[src/common/dtsr_defs.vh]
// Constants for the tone-pair code serial readout.
// Assumes inclusion by bare name from the core files; definitions only.
`ifndef DTSR_DEFS_VH
`define DTSR_DEFS_VH

// ==========================================================================
// Reference timing
// ==========================================================================
// Nominal tone receiver reference and allowed deviation in parts per million
`define DTSR_REF_FREQ_HZ      32'd4194304
`define DTSR_REF_TOL_PPM      32'd1000
// Block clock used in this build, in hertz
`define DTSR_CLK_FREQ_HZ      32'd10000000

// ==========================================================================
// Readout sequence
// ==========================================================================
`define DTSR_CODE_W           4
`define DTSR_BITS_PER_CODE    3'd4
`define DTSR_CNT_W            3
`define DTSR_CNT_RESET        3'h0
`define DTSR_CODE_RESET       4'h0
`define DTSR_SERIAL_RESET     1'b0

// ==========================================================================
// Tone group indices
// ==========================================================================
// Row index 0..3 for 697, 770, 852, 941 Hz
`define DTSR_ROW_941          2'h3
// Column index 0..3 for 1209, 1336, 1477, 1633 Hz
`define DTSR_COL_1633         2'h3
`define DTSR_COLS_PER_ROW     4'h3

// Codes for the pairs outside the 3 by 3 keypad block
`define DTSR_CODE_941_1209    4'hb
`define DTSR_CODE_941_1336    4'ha
`define DTSR_CODE_941_1477    4'hc
`define DTSR_CODE_697_1633    4'hd
`define DTSR_CODE_770_1633    4'he
`define DTSR_CODE_852_1633    4'hf
`define DTSR_CODE_941_1633    4'h0

`endif

[src/core/dtsr_readout.v]
// Serial code readout back end of a tone-pair receiver.
// Assumes detect and row/column indices come from a detector on ref_clk;
// the acknowledge and power-down pins are asynchronous and are synchronised.

`include "dtsr_defs.vh"

module dtsr_readout (
   input  wire       ref_clk,
   input  wire       resetn,
   input  wire       ack,
   input  wire       power_down_request,
   input  wire       tone_detect,
   input  wire [1:0] row_index,
   input  wire [1:0] col_index,
   output reg        steering_valid_pin,
   output reg        serial_code_out,
   output reg        power_down_active
);

   // ========================================================================
   // Declarations
   // ========================================================================
   localparam ST_IDLE  = 3'b001;   // Waiting for steering to rise
   localparam ST_READ  = 3'b010;   // Code bits being shifted out
   localparam ST_DONE  = 3'b100;   // Four bits sent, extra pulses ignored

   wire [1:0]                  pin_sync;
   wire [1:0]                  pin_raw;
   wire                        ack_s;
   wire                        pd_req_s;
   reg                         ack_d;
   reg                         valid_d;
   reg  [2:0]                  state;
   reg  [2:0]                  next_state;
   reg  [`DTSR_CODE_W-1:0]     shift_code;
   reg  [`DTSR_CODE_W-1:0]     next_shift_code;
   reg  [`DTSR_CNT_W-1:0]      bit_count;
   reg  [`DTSR_CNT_W-1:0]      next_bit_count;
   reg                         next_serial;
   reg                         next_pd;
   wire                        ack_rise;
   wire                        valid_rise;
   wire                        pd_exit;
   wire [`DTSR_CODE_W-1:0]     live_code;

   // ========================================================================
   // Code conversion
   // ========================================================================
   // Map a row and column index pair to its 4-bit symbol code
   function [`DTSR_CODE_W-1:0] dtsr_code_of;
      input [1:0] row;
      input [1:0] col;
      reg   [3:0] base;
      begin
         base = 4'h0;
         if (row == `DTSR_ROW_941) begin
            case (col)
               2'h0:    dtsr_code_of = `DTSR_CODE_941_1209;
               2'h1:    dtsr_code_of = `DTSR_CODE_941_1336;
               2'h2:    dtsr_code_of = `DTSR_CODE_941_1477;
               default: dtsr_code_of = `DTSR_CODE_941_1633;
            endcase
         end else if (col == `DTSR_COL_1633) begin
            case (row)
               2'h0:    dtsr_code_of = `DTSR_CODE_697_1633;
               2'h1:    dtsr_code_of = `DTSR_CODE_770_1633;
               default: dtsr_code_of = `DTSR_CODE_852_1633;
            endcase
         end else begin
            // Keypad block: row times three plus column plus one
            base = {2'b00, row} * `DTSR_COLS_PER_ROW;
            dtsr_code_of = base + {2'b00, col} + 4'h1;
         end
      end
   endfunction

   // Sixteen distinct pairs give sixteen distinct codes
   assign live_code = dtsr_code_of(row_index, col_index);

   // ========================================================================
   // Pin synchronisers
   // ========================================================================
   assign pin_raw = {power_down_request, ack};

   // Both asynchronous pins pass two flip-flops before use
   genvar gi;
   generate
      for (gi = 0; gi < 2; gi = gi + 1) begin : g_sync
         dtsr_sync u_sync (
            .ref_clk  (ref_clk),
            .resetn   (resetn),
            .async_in (pin_raw[gi]),
            .sync_out (pin_sync[gi])
         );
      end
   endgenerate

   assign ack_s    = pin_sync[0];
   assign pd_req_s = pin_sync[1];

   // ========================================================================
   // Edge detection
   // ========================================================================
   // Delayed copies for edge finding on synchronised levels
   always @(posedge ref_clk) begin
      if (!resetn) begin
         ack_d   <= 1'b0;
         valid_d <= 1'b0;
      end else begin
         ack_d   <= ack_s;
         valid_d <= steering_valid_pin;
      end
   end

   assign ack_rise   = ack_s & ~ack_d;
   assign valid_rise = steering_valid_pin & ~valid_d;
   assign pd_exit    = power_down_active & ~pd_req_s;

   // ========================================================================
   // Steering and power-down
   // ========================================================================
   // Power-down is taken only with acknowledge low, left when request drops
   always @* begin
      next_pd = power_down_active;
      if (!power_down_active && pd_req_s && !ack_s)
         next_pd = 1'b1;
      else if (power_down_active && !pd_req_s)
         next_pd = 1'b0;
   end

   // Steering follows the detector; all logic runs on the reference clock
   always @(posedge ref_clk) begin
      if (!resetn) begin
         steering_valid_pin <= 1'b0;
         power_down_active  <= 1'b0;
      end else begin
         steering_valid_pin <= tone_detect;
         power_down_active  <= next_pd;
      end
   end

   // ========================================================================
   // Readout sequencer
   // ========================================================================
   // Next state, shifter and serial bit
   always @* begin
      next_state      = state;
      next_shift_code = shift_code;
      next_bit_count  = bit_count;
      next_serial     = serial_code_out;
      case (state)
         ST_IDLE: begin
            // Arm on steering rise or on leaving power-down with steering high
            if (valid_rise || (pd_exit && steering_valid_pin)) begin
               next_state     = ST_READ;
               next_bit_count = `DTSR_CNT_RESET;
            end
         end
         ST_READ: begin
            if (power_down_active) begin
               // Hold shifter; a fresh sequence restarts after exit
               if (pd_exit) begin
                  next_bit_count = `DTSR_CNT_RESET;
               end
            end else if (!steering_valid_pin) begin
               next_state = ST_IDLE;
            end else if (ack_rise) begin
               if (bit_count == `DTSR_CNT_RESET) begin
                  // Capture the code and show its LSB at once
                  next_shift_code = live_code;
                  next_serial     = live_code[0];
               end else begin
                  next_serial = shift_code[bit_count[1:0]];
               end
               next_bit_count = bit_count + 3'h1;
               if (bit_count == `DTSR_BITS_PER_CODE - 3'h1)
                  next_state = ST_DONE;
            end
         end
         ST_DONE: begin
            // Extra pulses are ignored until steering rises again or power-down ends with steering high
            if (pd_exit && steering_valid_pin) begin
               next_state     = ST_READ;
               next_bit_count = `DTSR_CNT_RESET;
            end else if (valid_rise) begin
               next_state     = ST_READ;
               next_bit_count = `DTSR_CNT_RESET;
            end else if (!steering_valid_pin) begin
               next_state = ST_IDLE;
            end
         end
         default: begin
            next_state     = ST_IDLE;
            next_bit_count = `DTSR_CNT_RESET;
         end
      endcase
   end

   // Sequencer registers
   always @(posedge ref_clk) begin
      if (!resetn) begin
         state           <= ST_IDLE;
         shift_code      <= `DTSR_CODE_RESET;
         bit_count       <= `DTSR_CNT_RESET;
         serial_code_out <= `DTSR_SERIAL_RESET;
      end else begin
         state           <= next_state;
         shift_code      <= next_shift_code;
         bit_count       <= next_bit_count;
         serial_code_out <= next_serial;
      end
   end

endmodule // dtsr_readout

[src/core/dtsr_sync.v]
// Two flip-flop level synchroniser for one asynchronous input.
// Assumes the destination clock runs continuously; reset is synchronous.

module dtsr_sync (
   input  wire ref_clk,
   input  wire resetn,
   input  wire async_in,
   output reg  sync_out
);

   // ========================================================================
   // Synchroniser stages
   // ========================================================================
   reg meta;

   // First stage is read only by the second stage
   always @(posedge ref_clk) begin
      if (!resetn) begin
         meta     <= 1'b0;
         sync_out <= 1'b0;
      end else begin
         meta     <= async_in;
         sync_out <= meta;
      end
   end

endmodule // dtsr_sync

[config.mk]
export PLATFORM = sky130hd
export DESIGN_NAME = dtsr_readout
export DESIGN_NICKNAME = d
export VERILOG_FILES = /design/src/core/dtsr_readout.v /design/src/core/dtsr_sync.v
export VERILOG_INCLUDE_DIRS = /design/src /design/src/common
export SDC_FILE = /design/constraint.sdc
export NUM_CORES = 1
export LEC_CHECK = 0
export BUFFER_PORTS_ARGS = -buffer_cell sky130_fd_sc_hd__clkbuf_2
export CORE_ASPECT_RATIO = 0.9
export CORE_UTILIZATION = 30
export CTS_CLUSTER_DIAMETER = 40
export DETAILED_ROUTE_END_ITERATION = 12
export SYNTH_ARGS = -nofsm -noshare
export SYNTH_HDL_FRONTEND = slang
export SYNTH_SLANG_ARGS = --single-unit
[constraint.sdc]
create_clock -name ref_clk -period 2.1 [get_ports ref_clk]
set_input_delay 0.105 -clock ref_clk [delete_from_list [all_inputs] [get_ports ref_clk]]
set_output_delay 0.105 -clock ref_clk [all_outputs]
set_load 0.05 [all_outputs]
==> impl_metrics.py <==
metrics = {
    "global_route": {
        "grt.total_usage_pct": 11.1,
        "grt_first_pass_wirelength_mm": 3.37,
        "grt.overflow.total": 0,
        "grt_pass1_vias": 800,
        "grt_max_degree": 18,
        "initial_antenna_violation_count": 0,
    },
    "layout": {
        "antennaDiodeCount": 0,
        "instances_no_fill": 173,
        "fin_nets": 150,
        "synthToLayoutAreaGrowth_pct": 12.4,
        "n_fill_cell": 355,
        "final_layout_size_suffix_gt1_share_pct": 14.7,
    },
    "die": {
        "dieHeight_um": 59.2,
        "initial_utilization_pct": 31.8,
        "boundaryPins": 12,
        "chipWidth_um": 65.5,
        "die-area_um2": 3880,
        "core_region_area_um2": 3430,
        "core.rowCount": 20,
    },
    "critical_path": {
        "rr_worst_depth": 5,
        "slowest_stage": "sky130_fd_sc_hd__a2111oi_1",
        "critPathRequiredTime_ps": 2230,
        "crit_path_max_fanout": 9,
        "critical-path-max-stage-delay_ps": 420,
        "worstPathCellList": "inv_1 > ha_1 > nor2b_1 > and3_1 > a2111oi_1",
        "worst-endpoint-arrival_ps": 1740,
        "setup.worst_path.class": "reg2reg",
        "crit_path_end_kind": "register",
        "cp-start-kind": "register",
    },
    "clock_tree": {
        "cts_sinks": 19,
        "cts_made_buffers": 3,
        "cts_root_buf": "sky130_fd_sc_hd__clkbuf_8",
        "cts.repair.resized": 0,
        "post_cts_hold_buffer_count": 0,
        "cts_max_path_buffers": 2,
        "cts_setup_buffers": 0,
        "htree_num_levels": 1,
        "worstSkewPairLatency_ps": 250,
        "tritoncts": "done",
        "worst_setup_hold_path_clk_slew_ps": 70,
    },
    "detailed_routing": {
        "drt_pass1_iterations": 4,
        "drt-wirelength-per-cell_um": 10.7,
        "antenna_violating_nets_post_route": 0,
        "drt_wl_total_mm": 1.85,
        "viasPerCell": 4.72,
        "met3_wirelength_um": 45,
        "detail_route.wirelength.met1_um": 925,
        "route.met2.wl_um": 853,
        "drt_iter0_drc": 22,
        "detail_route.drc_violations": 0,
        "routed.top_layer": "met4",
        "detailroute.via_count": 817,
    },
    "yosys": {
        "netlist_area_um2": 1090,
        "yosys.area_share.xor_xnor_pct": 2.41,
        "postSynthNetCount": 137,
        "most_common_cell_in_the_synthesized_netlist": "sky130_fd_sc_hd__dfxtp_1",
        "synth-adder-area-share_pct": 14.0,
        "synthTopCellsByCount": "sky130_fd_sc_hd__dfxtp_1, sky130_fd_sc_hd__inv_1, sky130_fd_sc_hd__ha_1",
        "synth-simple-area-share_pct": 21.8,
        "syn_area_per_cell_um2": 9.31,
        "async_sr_flop_fraction_pct": 0,
        "ys_top_cells_by_area": "sky130_fd_sc_hd__dfxtp_1, sky130_fd_sc_hd__ha_1, sky130_fd_sc_hd__inv_1",
        "synth_sequential_area_ratio_pct": 34.9,
        "yosysUniqueCellTypes": 37,
        "synth_top_family_by_area": "simple AND/OR/NAND/NOR gates",
        "synth.yosys.warnings": 0,
        "synth_compound_area_share_pct": 15.2,
        "ys.flop_type": "sky130_fd_sc_hd__dfxtp_1",
        "synthDominantCellAreaShare_pct": 34.9,
        "synthCells": 117,
        "synth_seq_cells": 19,
        "cell_accounting_for_the_most_synthesized_area": "sky130_fd_sc_hd__dfxtp_1",
        "synth_edf_count": 0,
        "synthMuxAreaShare_pct": 5.74,
    },
    "min_path": {
        "worstHoldPathType": "in2reg",
        "holdPathStages": 2,
    },
    "placed_design": {
        "gp_routability_congestion": 0.758,
        "place_inst": 169,
        "half_perimeter_wire_length_of_the_detailed_placement_result_mm": 1.43,
        "pre_cts_ws_ps": 290,
        "portBuffers": 11,
    },
    "power": {
        "power.static_leakage_uw": 0.000485,
        "worst_ir_drop_vdd_mv": 0.332,
        "power-per-cell-area_nw_per_um2": 593,
        "p_total_uw": 727,
    },
    "timing": {
        "worst_pin_slew_ps": 460,
        "final_worst_clock_skew_ps": 3.78,
        "worst_slack_ps": 495,
        "rsz0062_at_grt": "no",
        "setup-tns-final_ps": 0,
        "post-route-min-period_ps": 1600,
        "max_slew_margin_pct": 69.0,
        "fmax_mhz": 623,
        "slew_viol_final": 0,
        "timing.final.setup_violations": 0,
        "final_min_period_over_clock_period_pct": 76.4,
        "hold_violations": 0,
    },
    "flow_run": {
        "drv.max_cap_violation_count": 0,
    },
    "run_status": {
        "run_status": "complete, no violations",
    },
}
stage by stage:
| stage | area [um^2] | hold slack (ps) | utilization, % |
|---|---|---|---|
| detailed placement | 1180 | 312 | 34.4 |
| global route | 1220 | 67.6 | 35.7 |
| finish | 1220 | 55.0 | 35.7 |
| global placement | 1180 | 307 | 34.4 |
| floorplan | 1090 | 227 | - |
| CTS | 1220 | 50.8 | 35.7 |
area by class of cell:
type | count | area (um^2) | area share (%)
Timing Repair Buffer | 11 | 55.1 | 4.49
Clock buffer | 4 | 45.0 | 3.68
Multi-Input combinational cell | 83 | 644 | 52.6
Tap cell | 44 | 55.1 | 4.49
Sequential cell | 19 | 380 | 31.1
Inverter | 12 | 45.0 | 3.68
flip-flops by register name, summed over array words and instances (netlist names):
register,cells
shift_code,4
bit_count,3
state,3
g_sync.u_sync.meta,2
g_sync.u_sync.sync_out,2
ack_d,1
power_down_active,1
serial_code_out,1
steering_valid_pin,1
valid_d,1
layout by cell type, fill, tap and decap left out, types with 4 or more instances in the layout:
master	n
sky130_fd_sc_hd__a21oi_1	8
sky130_fd_sc_hd__and2_1	7
sky130_fd_sc_hd__clkbuf_2	11
sky130_fd_sc_hd__dfxtp_1	19
sky130_fd_sc_hd__ha_1	9
sky130_fd_sc_hd__inv_1	12
sky130_fd_sc_hd__mux2i_1	4
sky130_fd_sc_hd__nand2_1	7
sky130_fd_sc_hd__nand3_1	4
sky130_fd_sc_hd__nor2_1	6
sky130_fd_sc_hd__nor2b_1	4
sky130_fd_sc_hd__o21ai_0	4
critical path, delay by kind of cell, from the launching register on:
family                     cells  cell delay [ps]
AOI/OAI and AO/OA              1              420
adders and majority gates      1              190
DFF                            1              390
buffers and inverters          1               80
and+or+nand+nor                2              410
kinds of logic after synthesis:
| logic type | after synthesis |
|---|---|
| flops | 19 |
| xor+xnor | 3 |
| mux | 5 |
| compound gates | 24 |
| buf+inv | 15 |
| simple gates | 40 |
| fa+ha+maj | 11 |
power by group:
group	internal (uW)	switching, uW	total (uW)
clock network	134	109	244
logic	46.7	59.9	107
registers	369	7.85	376
total	550	177	727
worst paths after layout:
check	from	endpoint	slack, ps
min reg2reg	g_sync[0].u_sync.meta	g_sync[0].u_sync.sync_out	430
min	tone_detect	steering_valid_pin	50
max reg2reg	bit_count[0]	serial_code_out	500
max	bit_count[0]	serial_code_out	500
routing by layer:
metal / vias up / global-route usage, %
li1: 430 / -
met1: 376 / 14.4
met2: 9 / 18.7
met3: 2 / 2.31
met4: 0 / 2.80
met5: - / 0
(Power assumes the default switching activity.)
